<file path="src/hdl/crm_pkg.sv">
// shared constants for the CAN reset, configuration and pin monitor block
package crm_pkg;
	// ------------------------------------------------------------------
	// register map (byte addresses)
	// ------------------------------------------------------------------
	localparam logic [11:0] MBOX_DATA_BASE   = 12'h000;
	localparam logic [11:0] PIN_MONITOR_OFF  = 12'h200;
	localparam logic [11:0] MASTER_CTRL_OFF  = 12'h204;
	localparam logic [11:0] GLOBAL_STAT_OFF  = 12'h208;
	localparam logic [11:0] IRQ_FLAGS_OFF    = 12'h20c;
	localparam logic [11:0] BIT_CONFIG_OFF   = 12'h210;
	localparam logic [11:0] ERR_COUNT_OFF    = 12'h214;
	localparam int          MBOX_COUNT       = 16;
	localparam int          MBOX_BYTES       = 8;
	localparam int          MBOX_CELLS       = MBOX_COUNT * MBOX_BYTES;

	// ------------------------------------------------------------------
	// field positions
	// ------------------------------------------------------------------
	localparam int RX_IRQ_SEL_BIT   = 7;
	localparam int TX_HOLD_BIT      = 6;
	localparam int TX_LEVEL_BIT     = 1;
	localparam int RX_LEVEL_BIT     = 0;
	localparam int RESET_REQ_BIT    = 0;
	localparam int TX_METHOD_BIT    = 2;
	localparam int RESET_STATE_BIT  = 3;
	localparam int BUS_ON_BIT       = 4;
	localparam int RESET_IRQ_BIT    = 0;
	localparam int BRP_LSB          = 0;
	localparam int SJW_LSB          = 6;
	localparam int TIME_SEGMENT_ONE_LSB        = 8;
	localparam int TIME_SEGMENT_TWO_LSB        = 12;
	localparam int BSP_BIT          = 15;

	// ------------------------------------------------------------------
	// reset values and timing counts
	// ------------------------------------------------------------------
	localparam logic [15:0] BIT_CONFIG_RESET = 16'h0000;
	localparam logic [7:0]  ERR_MAX          = 8'hff;
	localparam logic [4:0]  INTERNAL_RESET_CYCLES = 5'h10;
	localparam logic [3:0]  RECESSIVE_RUN    = 4'hb;

	typedef enum logic [2:0] {
		ST_CONFIG  = 3'b000,
		ST_LEAVING = 3'b001,
		ST_POWERUP = 3'b010,
		ST_ACTIVE  = 3'b011,
		ST_DRAIN   = 3'b100
	} crm_state_e;
endpackage : crm_pkg

</file>
<file path="src/hdl/crm_can_ctrl.sv">
// CAN controller reset, configuration, bit timing, mailbox data and pins
//
// Added by the designer: the APB register port and the address map.
`timescale 1ns/1ns

// What this block does
// - sixteen mailboxes, each holding eight byte-wide data registers
// - receive interrupt select resets to 0; 0 port pin, 1 CAN receive pin
// - transmit stop resets to 0; when 1 transmit pin held at 1
// - monitor bits 5 to 2 ignore writes and read 0
// - monitor bit 1 shows transmit pin, bit 0 receive pin, read only
// - hardware reset or standby sets request and state bits, keeps RAM
// - software reset request clears only both error counters
// - software reset during a transfer waits until the transfer ends
// - reset state bit is set once initialisation has finished
// - clearing request leaves configuration; state bit clears after internal delay
// - power-up waits for eleven consecutive recessive bits before communicating
// - reset interrupt flag set after power-on or standby; software clears it
// - bit rate and timing come from the bit configuration register
// - bit has sync, propagation and two phase buffer segments
// - resync lengthens phase buffer one or shortens phase buffer two
// - quantum is 2*(prescaler+1) clocks; bit is quantum*(3+seg1+seg2)
module crm_can_ctrl (
	input  wire logic        MCLK,
	input  wire logic        RESETN,
	input  wire logic        STANDBY,
	input  wire logic        PSEL,
	input  wire logic        PENABLE,
	input  wire logic        PWRITE,
	input  wire logic [11:0] PADDR,
	input  wire logic [31:0] PWDATA,
	output logic      [31:0] PRDATA,
	output logic             PREADY,
	output logic             PSLVERR,
	input  wire logic        CAN_RECEIVE_PIN,
	input  wire logic        GENERAL_PORT_PIN,
	input  wire logic        TX_ENGINE_BIT,
	input  wire logic        MSG_BUSY,
	input  wire logic        TX_ERR_INC,
	input  wire logic        RX_ERR_INC,
	output logic             CAN_TRANSMIT_PIN,
	output logic             SECOND_EXTERNAL_IRQ,
	output logic             BUS_ON,
	output logic             SAMPLE_TICK,
	output logic             SAMPLED_BIT
);
	// ------------------------------------------------------------------
	// pin synchronisers
	// ------------------------------------------------------------------
	logic [1:0] pin_async;
	logic [1:0] pin_meta_reg;
	logic [1:0] pin_sync_reg;
	assign pin_async = {GENERAL_PORT_PIN, CAN_RECEIVE_PIN};

	for (genvar g = 0; g < 2; g++) begin : g_sync
		always_ff @(posedge MCLK or negedge RESETN) begin
			if (!RESETN) begin
				pin_meta_reg[g] <= 1'b1;
				pin_sync_reg[g] <= 1'b1;
			end else begin
				pin_meta_reg[g] <= pin_async[g];
				pin_sync_reg[g] <= pin_meta_reg[g];
			end
		end
	end
	wire rx_level   = pin_sync_reg[0];
	wire port_level = pin_sync_reg[1];

	// ------------------------------------------------------------------
	// bus decode
	// ------------------------------------------------------------------
	function automatic logic hit(input logic [11:0] a, input logic [11:0] o);
		hit = (a[11:2] == o[11:2]);
	endfunction : hit

	wire        access   = PSEL && PENABLE && PREADY;
	wire        wr       = access && PWRITE;
	wire        in_ram   = (PADDR[11:9] == crm_pkg::MBOX_DATA_BASE[11:9]);
	wire [6:0]  ram_idx  = PADDR[8:2];
	wire        hit_mon  = hit(PADDR, crm_pkg::PIN_MONITOR_OFF);
	wire        hit_mcr  = hit(PADDR, crm_pkg::MASTER_CTRL_OFF);
	wire        hit_gsr  = hit(PADDR, crm_pkg::GLOBAL_STAT_OFF);
	wire        hit_irq  = hit(PADDR, crm_pkg::IRQ_FLAGS_OFF);
	wire        hit_bcr  = hit(PADDR, crm_pkg::BIT_CONFIG_OFF);
	wire        hit_err  = hit(PADDR, crm_pkg::ERR_COUNT_OFF);
	wire        mapped   = in_ram || hit_mon || hit_mcr || hit_gsr
	                       || hit_irq || hit_bcr || hit_err;

	// ------------------------------------------------------------------
	// control registers
	// ------------------------------------------------------------------
	logic [7:0]  mbox_ram [crm_pkg::MBOX_CELLS];
	logic        rx_sel_reg;
	logic        tx_hold_reg;
	logic        reset_req_reg;
	logic        tx_method_reg;
	logic        reset_irq_reg;
	logic [15:0] bcr_reg;
	logic [7:0]  tec_reg;
	logic [7:0]  rec_reg;
	logic        standby_reg;
	crm_pkg::crm_state_e state_reg;
	crm_pkg::crm_state_e state_next;

	wire standby_exit = standby_reg && !STANDBY;
	wire sw_reset_done = (state_reg == crm_pkg::ST_DRAIN) && !MSG_BUSY;

	// plain storage with no reset, so it survives every reset kind
	always_ff @(posedge MCLK) begin
		if (wr && in_ram) begin
			mbox_ram[ram_idx] <= PWDATA[7:0];
		end
	end

	always_ff @(posedge MCLK or negedge RESETN) begin
		if (!RESETN) begin
			rx_sel_reg    <= 1'b0;
			tx_hold_reg   <= 1'b0;
			reset_req_reg <= 1'b1;
			tx_method_reg <= 1'b0;
			bcr_reg       <= crm_pkg::BIT_CONFIG_RESET;
			standby_reg   <= 1'b0;
		end else if (STANDBY) begin
			rx_sel_reg    <= 1'b0;
			tx_hold_reg   <= 1'b0;
			reset_req_reg <= 1'b1;
			tx_method_reg <= 1'b0;
			bcr_reg       <= crm_pkg::BIT_CONFIG_RESET;
			standby_reg   <= 1'b1;
		end else begin
			standby_reg <= 1'b0;
			if (wr && hit_mon) begin
				// bits 5 to 2 and 1 to 0 have no storage
				rx_sel_reg  <= PWDATA[crm_pkg::RX_IRQ_SEL_BIT];
				tx_hold_reg <= PWDATA[crm_pkg::TX_HOLD_BIT];
			end
			if (wr && hit_mcr) begin
				reset_req_reg <= PWDATA[crm_pkg::RESET_REQ_BIT];
				tx_method_reg <= PWDATA[crm_pkg::TX_METHOD_BIT];
			end
			if (wr && hit_bcr) begin
				bcr_reg <= PWDATA[15:0];
			end
		end
	end

	// set wins over a software clear in the same cycle
	always_ff @(posedge MCLK or negedge RESETN) begin
		if (!RESETN) begin
			reset_irq_reg <= 1'b1;
		end else if (standby_exit) begin
			reset_irq_reg <= 1'b1;
		end else if (wr && hit_irq && PWDATA[crm_pkg::RESET_IRQ_BIT]) begin
			reset_irq_reg <= 1'b0;
		end
	end

	always_ff @(posedge MCLK or negedge RESETN) begin
		if (!RESETN) begin
			tec_reg <= 8'h00;
			rec_reg <= 8'h00;
		end else if (STANDBY || sw_reset_done) begin
			tec_reg <= 8'h00;
			rec_reg <= 8'h00;
		end else begin
			if (TX_ERR_INC && tec_reg != crm_pkg::ERR_MAX) begin
				tec_reg <= tec_reg + 8'h01;
			end
			if (RX_ERR_INC && rec_reg != crm_pkg::ERR_MAX) begin
				rec_reg <= rec_reg + 8'h01;
			end
		end
	end

	// ------------------------------------------------------------------
	// reset and configuration sequencing
	// ------------------------------------------------------------------
	logic [4:0] delay_reg;
	logic [3:0] recessive_reg;
	logic       sample_now;

	always_comb begin
		state_next = state_reg;
		case (state_reg)
			crm_pkg::ST_CONFIG: begin
				if (!reset_req_reg) begin
					state_next = crm_pkg::ST_LEAVING;
				end
			end
			crm_pkg::ST_LEAVING: begin
				if (reset_req_reg) begin
					state_next = crm_pkg::ST_CONFIG;
				end else if (delay_reg == crm_pkg::INTERNAL_RESET_CYCLES) begin
					state_next = crm_pkg::ST_POWERUP;
				end
			end
			crm_pkg::ST_POWERUP, crm_pkg::ST_ACTIVE: begin
				if (reset_req_reg) begin
					state_next = crm_pkg::ST_DRAIN;
				end else if (sample_now && rx_level
				             && recessive_reg == crm_pkg::RECESSIVE_RUN - 4'h1) begin
					state_next = crm_pkg::ST_ACTIVE;
				end
			end
			crm_pkg::ST_DRAIN: begin
				if (!MSG_BUSY) begin
					state_next = crm_pkg::ST_CONFIG;
				end
			end
			default: state_next = crm_pkg::ST_CONFIG;
		endcase
	end

	always_ff @(posedge MCLK or negedge RESETN) begin
		if (!RESETN) begin
			state_reg <= crm_pkg::ST_CONFIG;
			delay_reg <= 5'h00;
		end else if (STANDBY) begin
			state_reg <= crm_pkg::ST_CONFIG;
			delay_reg <= 5'h00;
		end else begin
			state_reg <= state_next;
			delay_reg <= (state_reg == crm_pkg::ST_LEAVING) ?
			             delay_reg + 5'h01 : 5'h00;
		end
	end

	// configuration mode shown until the internal reset delay ends
	wire reset_state = (state_reg == crm_pkg::ST_CONFIG)
	                   || (state_reg == crm_pkg::ST_LEAVING);
	wire bus_live    = (state_reg == crm_pkg::ST_POWERUP)
	                   || (state_reg == crm_pkg::ST_ACTIVE)
	                   || (state_reg == crm_pkg::ST_DRAIN);

	// ------------------------------------------------------------------
	// bit timing
	// ------------------------------------------------------------------
	wire [5:0] prescaler_setting   = bcr_reg[crm_pkg::BRP_LSB +: 6];
	wire [1:0] jump_width   = bcr_reg[crm_pkg::SJW_LSB +: 2];
	wire [3:0] time_segment_one = bcr_reg[crm_pkg::TIME_SEGMENT_ONE_LSB +: 4];
	wire [2:0] time_segment_two = bcr_reg[crm_pkg::TIME_SEGMENT_TWO_LSB +: 3];
	wire [6:0] tq_len   = {prescaler_setting + 6'h01, 1'b0};
	wire [4:0] jump     = {3'h0, jump_width} + 5'h01;
	// sync is quantum 0; prop plus phase one fill up to seg1_end
	logic [4:0] ext_reg;
	logic [4:0] short_reg;
	logic [6:0] clk_cnt_reg;
	logic [4:0] q_reg;
	logic       rx_prev_reg;
	wire [4:0] seg1_end = 5'(time_segment_one) + 5'h02 + ext_reg;
	wire [4:0] bit_len  = 5'(time_segment_one) + 5'(time_segment_two) + 5'h03
	                      + ext_reg - short_reg;
	wire       tq_tick  = (clk_cnt_reg == tq_len - 7'h01);
	wire       bit_end  = tq_tick && (q_reg >= bit_len - 5'h01);
	wire       fall     = rx_prev_reg && !rx_level;
	// resync: edge in phase one stretches it, in phase two trims it
	wire       edge_ph1 = fall && q_reg != 5'h00 && q_reg < seg1_end;
	wire       edge_ph2 = fall && q_reg >= seg1_end;
	assign sample_now = tq_tick && (q_reg == seg1_end - 5'h01);

	always_ff @(posedge MCLK or negedge RESETN) begin
		if (!RESETN) begin
			clk_cnt_reg <= 7'h00;
			q_reg       <= 5'h00;
			ext_reg     <= 5'h00;
			short_reg   <= 5'h00;
			rx_prev_reg <= 1'b1;
		end else if (!bus_live) begin
			clk_cnt_reg <= 7'h00;
			q_reg       <= 5'h00;
			ext_reg     <= 5'h00;
			short_reg   <= 5'h00;
			rx_prev_reg <= 1'b1;
		end else begin
			rx_prev_reg <= rx_level;
			clk_cnt_reg <= tq_tick ? 7'h00 : clk_cnt_reg + 7'h01;
			if (bit_end) begin
				q_reg     <= 5'h00;
				ext_reg   <= 5'h00;
				short_reg <= 5'h00;
			end else begin
				if (tq_tick) begin
					q_reg <= q_reg + 5'h01;
				end
				if (edge_ph1 && ext_reg == 5'h00) begin
					ext_reg <= jump;
				end
				if (edge_ph2 && short_reg == 5'h00) begin
					// never trim past the current quantum
					short_reg <= (bit_len - q_reg - 5'h01 < jump) ?
					             bit_len - q_reg - 5'h01 : jump;
				end
			end
		end
	end

	always_ff @(posedge MCLK or negedge RESETN) begin
		if (!RESETN) begin
			recessive_reg <= 4'h0;
		end else if (!bus_live) begin
			recessive_reg <= 4'h0;
		end else if (sample_now) begin
			if (!rx_level) begin
				recessive_reg <= 4'h0;
			end else if (recessive_reg != crm_pkg::RECESSIVE_RUN) begin
				recessive_reg <= recessive_reg + 4'h1;
			end
		end
	end

	// ------------------------------------------------------------------
	// read mux and registered outputs
	// ------------------------------------------------------------------
	wire [7:0]  mon_rd  = {rx_sel_reg, tx_hold_reg, 4'h0,
	                       CAN_TRANSMIT_PIN, rx_level};
	wire [31:0] rd_data =
		in_ram  ? {24'h0, mbox_ram[ram_idx]} :
		hit_mon ? {24'h0, mon_rd} :
		hit_mcr ? 32'(reset_req_reg)
		          | (32'(tx_method_reg) << crm_pkg::TX_METHOD_BIT) :
		hit_gsr ? (32'(reset_state) << crm_pkg::RESET_STATE_BIT)
		          | (32'(state_reg == crm_pkg::ST_ACTIVE) << crm_pkg::BUS_ON_BIT) :
		hit_irq ? 32'(reset_irq_reg) :
		hit_bcr ? {16'h0, bcr_reg} :
		hit_err ? {16'h0, rec_reg, tec_reg} : 32'h0;
	wire        tx_level = tx_hold_reg ? 1'b1 : TX_ENGINE_BIT;
	// recessive in power-up; a draining frame may still finish
	wire        tx_live  = (state_reg == crm_pkg::ST_ACTIVE)
	                       || (state_reg == crm_pkg::ST_DRAIN && MSG_BUSY);
	wire        second_external_irq_src = rx_sel_reg ? rx_level : port_level;

	// one wait state keeps read data straight from a flip-flop
	always_ff @(posedge MCLK or negedge RESETN) begin
		if (!RESETN) begin
			PREADY              <= 1'b0;
			PRDATA              <= 32'h0;
			PSLVERR             <= 1'b0;
			CAN_TRANSMIT_PIN    <= 1'b1;
			SECOND_EXTERNAL_IRQ <= 1'b1;
			BUS_ON              <= 1'b0;
			SAMPLE_TICK         <= 1'b0;
			SAMPLED_BIT         <= 1'b1;
		end else begin
			PREADY              <= PSEL && PENABLE && !PREADY;
			PRDATA              <= (PSEL && PENABLE && !PREADY && !PWRITE) ?
			                       rd_data : 32'h0;
			PSLVERR             <= PSEL && PENABLE && !PREADY && !mapped;
			CAN_TRANSMIT_PIN    <= tx_live ? tx_level : 1'b1;
			SECOND_EXTERNAL_IRQ <= second_external_irq_src;
			BUS_ON              <= (state_reg == crm_pkg::ST_ACTIVE);
			SAMPLE_TICK         <= sample_now && bus_live;
			SAMPLED_BIT         <= sample_now ? rx_level : SAMPLED_BIT;
		end
	end
endmodule : crm_can_ctrl

</file>
<file path="config.mk">
export PLATFORM = sky130hd
export DESIGN_NAME = crm_can_ctrl
export DESIGN_NICKNAME = d
export VERILOG_FILES = /design/src/hdl/crm_pkg.sv /design/src/hdl/crm_can_ctrl.sv
export SDC_FILE = /design/constraint.sdc
export NUM_CORES = 1
export LEC_CHECK = 0
export BUFFER_PORTS_ARGS = -buffer_cell sky130_fd_sc_hd__buf_4
export CAP_MARGIN = 10
export CORE_MARGIN = 5
export CORE_UTILIZATION = 47
export DETAILED_ROUTE_END_ITERATION = 10
export GPL_TIMING_DRIVEN = 0
export PLACE_DENSITY = 0.65
export SLEW_MARGIN = 40
export SYNTH_ARGS = -nofsm -noshare
export SYNTH_HDL_FRONTEND = slang
export SYNTH_SLANG_ARGS = --single-unit
</file>
<file path="constraint.sdc">
create_clock -name MCLK -period 4.2 [get_ports MCLK]
set_input_delay 0.21 -clock MCLK [delete_from_list [all_inputs] [get_ports MCLK]]
set_output_delay 0.21 -clock MCLK [all_outputs]
set_load 0.01 [all_outputs]
</file>
; Yosys cells after proc, flatten, opt, wreduce, memory -nomap -nowiden
; Memory sizes are Yosys's and may differ from the RTL's.
; Cells that the tools add are included.
[totals]
mem_count = 1
inputBits = 56
mem_bits_rw = 1024
ff_bits = 100
output_inout_bits = 39
[memory_table]
columns = name, depth, width, read_ports, rd_ports_with_merged_regs, wr, line
row1 = mbox_ram, 128, 8, 1, 0, 1, crm_can_ctrl.sv:92  ; logic [7:0] mbox_ram [crm_pkg::MBOX_CELLS];
[classes]
mux = 57
reduce_logical = 59
n_bitwise = 2
n_addsub = 19
eq_ne = 26
order_cmp = 4
[ops]
columns = op, n
row1 = $mux W16, 10
row2 = $eq A10 B8 Y1 const B, 6
row3 = $mux W5, 12
row4 = $mux W8, 4
row5 = $logic_and A1 B1 Y1, 28
row6 = $mux W3, 7
row7 = $mux W1, 17
row8 = $add A8 B1 Y8 const B, 2
row9 = $mux W4, 4
row10 = $ne A8 B8 Y1 const B, 2
row11 = $sub A5 B1 Y5 const B, 3
row12 = $mux W7, 2
row13 = $ne A4 B4 Y1 const B, 3
row14 = $pmux W3 S4, 1
row15 = $reduce_bool A2 Y1, 6
row16 = $logic_or A1 B1 Y1, 11
row17 = $add A5 B1 Y5 const B, 2
row18 = $add A5 B5 Y5, 2
row19 = $ge A5 B5 Y1, 2
row20 = $logic_not A5 Y1, 2
row21 = $sub A5 B5 Y5, 2
row22 = $ne A3 B1 Y1 const B, 3
row23 = $add A7 B1 Y7 const B, 1
row24 = $eq A7 B7 Y1, 1
row25 = other kinds (26), 34

; Logic depth before layout (Yosys ltp)
[logic_depth]
ltp_word = 11
mapped_depth = 16

; Worst setup path after synthesis
; OpenSTA, ideal clock, no wires.
[synth_timing]
kind = reg2reg
from = register bcr_reg[9]
to = register short_reg[4]
t_arrival_ps = 4209
setup_ps = 76
t_required_ps = 4124
synth_period_minus_slack_ps = 4285
path_stages_with_launch = 15
slack_ps = -85
cell_sequence = dfrtp_1 > fa_1 > inv_1 > fa_1 > inv_1 > fa_1 > ha_1 > fa_1 > xnor2_1 > xnor2_1 > xnor2_1 > ha_1 > a211oi_1 > nor2_1 > nor2b_1
[synth_via]
elab_chain_len = 11
[synth_lines]
columns = element, line
row1 = start: declaration, crm_can_ctrl.sv:98  ; logic [15:0] bcr_reg;
row2 = start signal: assignment, crm_can_ctrl.sv:121  ; bcr_reg <= crm_pkg::BIT_CONFIG_RESET;
row3 = start signal: assignment, crm_can_ctrl.sv:128  ; bcr_reg <= crm_pkg::BIT_CONFIG_RESET;
row4 = start signal: assignment, crm_can_ctrl.sv:142  ; bcr_reg <= PWDATA[15:0];
row5 = $add A4 B3 Y5, crm_can_ctrl.sv:251  ; wire [4:0] bit_len = 5'(time_segment_one) + 5'(time_segment_two) + 5'h03
row6 = $add A5 B2 Y5, crm_can_ctrl.sv:251
row7 = $add A5 B5 Y5, crm_can_ctrl.sv:252  ; + ext_reg - short_reg;
row8 = $sub A5 B5 Y5, crm_can_ctrl.sv:252
row9 = $sub A5 B5 Y5, "crm_can_ctrl.sv:290, crm_can_ctrl.sv:291"
row10 = $sub A5 B1 Y5, "crm_can_ctrl.sv:290, crm_can_ctrl.sv:291"
row11 = $lt A5 B3 Y1, crm_can_ctrl.sv:290  ; short_reg <= (bit_len - q_reg - 5'h01 < jump) ?
row12 = $mux W5, crm_can_ctrl.sv:290
row13 = $mux W5, crm_can_ctrl.sv:288  ; if (edge_ph2 && short_reg == 5'h00) begin
row14 = $mux W5, crm_can_ctrl.sv:277  ; if (bit_end) begin
row15 = $mux W5, crm_can_ctrl.sv:268  ; end else if (!bus_live) begin
row16 = end signal: assignment, crm_can_ctrl.sv:290
row17 = end: declaration, crm_can_ctrl.sv:246  ; logic [4:0] short_reg;
; Parallel ways exist; a longest one is shown, timed or not. The select of a mux whose other input is x is not followed.
; A chain may end at the register's enable or synchronous reset.

; Final worst setup path
[layout_timing]
from = input PADDR[4]
to = memory mbox_ram[60][7], enable pin
[layout_rtl]
columns = element, line
row1 = start: declaration, crm_can_ctrl.sv:30  ; input wire logic [11:0] PADDR,
row2 = end: declaration, crm_can_ctrl.sv:92
; Straight into the memory's write port.

==> summary.md <==
| Metric | Value |
|---|---|
| PortBufs | between 50 and 60 |
| Die area | about 0.10 mm² |
| Outcome | finished with violations |
| DRT met1 WL | between 50 and 60 mm |
| Commonest non-fill, non-tap cell in the layout | edfxtp_1 |
| CTS tree | yes |
| Sequential-to-total area share from yosys stat | 0.730 |
| Asr flop ratio synth | 0.0873 |
| Antenna violations before repair | 4 |
| # rows | about 110 |
| Worst slack, placed | -1.23 ns |
| Arr. time, crit path | about 4.8 ns |
| Final Hold Fails | 0 |
| Worst-path clk slew | 0.06 ns |
| First drt pass iteration count | 6 |
| Vias in the first global route | 25823 |
| Top sig layer | met5 |
| Mean number of vias per cell | 6.42 |
| Core area | 0.0964 mm² |
| Gr ovfl total | 0 |
| Min Tclk post-route | 4.52 ns |
| Critical path type | in2reg |
| Critical Path End Type | register |
| Commonest non-fill, non-tap cells in the layout | 1024 x edfxtp_1, 220 x mux4_2, 135 x nor2_1 |
| Final #Nets | 2839 |
| Slew margin rel. | 0.351 |
| Area delta synth->final | 15.0% |
| WP data required | 4.52 ns |
| Synth cell types | 74 |
| EDFF count, synth | 1024 |
| First-pass GRT wire length | 196 mm |
| Total Wirelength | 141 mm |
| Syn Inst Count | 2506 |
| Antenna Violating Nets Remaining | 0 |
| Cell Area, Synth | 0.0455 mm² |
| Top-Level Pins | 95 |
| Synth Area per Inst | about 18 µm² |
| Die width | 321 µm |
| GRT Overall Usage | 0.270 |
| Yosys warns | 0 |
| Top_reg_cell synth | edfxtp_1 |
| Worst Tran Pin Value | 0.973 ns |
| Worst-skew pair later-pin latency | roughly 0.7 ns |
| Maxcap violations | 0 |
| TritonCTS buffer count | 111 |
| RSZ-0062 raised after global routing | yes |
| Max reg flops | 1024 |
| Worst vdd ir | 0.367 mV |
| Hold Path Class | in2reg |
| Failing checks | negative setup slack |
| Die extent in y | 321 µm |
| Setup TNS | -39.56 ns |
| Endpoints failing setup | around 300 |
| Synthesized flop and latch total | 1122 |
| DR WL/cell | ~34 µm |
| Total vias in the final route | 26389 |
| Crit path launch type | input port |
| CTS root buffer | clkbuf_16 |
| Setup WS post-layout | -0.320 ns |
| CTS Buffer Depth | 3 |
| WL met2 | 64.0 mm |
| Layout cell share with drive strength beyond 1 | 0.246 |
| Hold slack | 0.0394 ns |
| Worst Path Max Fanout | 11 |
| Htree depth | 3 |
| Layout Skew | 0.0474 ns |
| Initial DRC count | 4291 |
| Metal3 WL | 17.3 mm |
| Initial Utilization | 0.472 |
| Max Freq | between 0.2 and 0.25 GHz |
| Slew Limit Fails | 0 |
| Sink Count | about 1100 |
| Final GP Congestion | 0.980 |
| DR DRC count | 0 |
| PD cells | 450 mW/mm² |
| Pin count of the biggest net entering global routing | about 130 |
| Final period util | 1.08 |
| Static Leakage | about 17 nW |
| DPL Wire Length | 90.1 mm |
-- power by group --
group	switching, mW	total [mW]	internal [mW]
clock network	4.28	9.97	5.70
registers	0.0113	12.2	12.2
logic	0.957	1.39	0.430
-- cells in the mapped netlist, types with 27 or more instances --
cell / n / area, µm²
nand3_1: 40 / 200
o21ai_0: 46 / 230
nor3_1: 28 / 140
edfxtp_1: 1024 / 30700
a22oi_1: 71 / 533
a21oi_1: 72 / 360
nand2_1: 97 / 364
mux4_2: 220 / 4950
o22ai_1: 27 / 169
dfrtp_1: 88 / 2200
mux2i_1: 115 / 1150
inv_1: 40 / 150
ha_1: 42 / 526
clkbuf_1: 67 / 251
nor2_1: 210 / 788
buf_4: 40 / 300
-- critical path, stage by stage --
cell and delay [ns]:
buf_4 0.12, clkbuf_1 0.45, buf_2 0.59, buf_2 0.65, buf_2 0.56, and3_1 0.32
nand2_1 0.49, clkbuf_2 0.59, nor2_1 0.79
-- per-stage QoR --
step / area, µm² / power (mW) / cells / util
after floorplan: 45600 / 13.0 / 2521 / -
after global placement: 47600 / 13.7 / 3853 / 0.493
after detailed placement: 48000 / 13.8 / 3863 / 0.498
after CTS: 51900 / 23.6 / 4091 / 0.538
after global routing: 52300 / 24.1 / 4105 / 0.543
final: 52300 / 23.6 / 4109 / 0.543
-- worst paths after layout --
kind / startpoint / to / slack [ns] / depth (start not counted)
worst max-delay path: PADDR[4] / mbox_ram[60][7]$_DFFE_PP_ / -0.32 / 9
worst min-delay path: PWDATA[2] / mbox_ram[66][2]$_DFFE_PP_ / 0.04 / 1
worst max register to register: bcr_reg[9]$_DFFE_PN0P_ / short_reg[2]$_DFFE_PN0P_ / 0.15 / 14
worst min register to register: pin_meta_reg[0]$_DFF_PN1_ / rx_level$_DFF_PN1_ / 0.33 / 0
max in group asynchronous: RESETN / bcr_reg[9]$_DFFE_PN0P_ / 3.06 / 4
min in group asynchronous: RESETN / q_reg[0]$_DFFE_PN0P_ / 0.49 / 3
-- final cells by class --
class / count / area [µm²]
Fill cell: 7494 / 44100
Sequential cell: 1122 / 33200
Multi-Input combinational cell: 1212 / 11800
Clock buffer: 145 / 2980
Tap cell: 1276 / 1600
Timing Repair Buffer: 100 / 1130
Buffer: 145 / 801
Clock inverter: 64 / 664
Inverter: 41 / 154
Antenna cell: 4 / 10.0
-- kinds of logic (layout without fill, tap and decap cells) --
kind of cell	count (synthesis)	in the layout	synth area share
buffers and inverters	187	495	0.0198
DFF	1122	1122	0.730
AOI/OAI and AO/OA	295	295	0.0423
other	1	20	0.0000824
adders and majority gates	50	50	0.0151
xor gates and xnor gates	44	44	0.00940
muxes	350	350	0.138
and+or+nand+nor	457	457	0.0455
-- per-layer routing --
layer / vias to the layer above / GRT usage
li1: 10465 / -
met1: 13620 / 0.364
met2: 1929 / 0.412
met3: 369 / 0.0743
met4: 6 / 0.127
met5: - / 0.00972
-- timing repair --
| item | in CTS | in global routing |
|---|---|---|
| setup buffers | 2 | 3 |
| endpoints found under the setup margin | 224 | 191 |
| hold buffers | 18 | 5 |
| gates resized for setup | 19 | 38 |
| hold endpoints to repair | 103 | 234 |
| pin swaps | 2 | 8 |
Power figures use the tool's default switching activity.
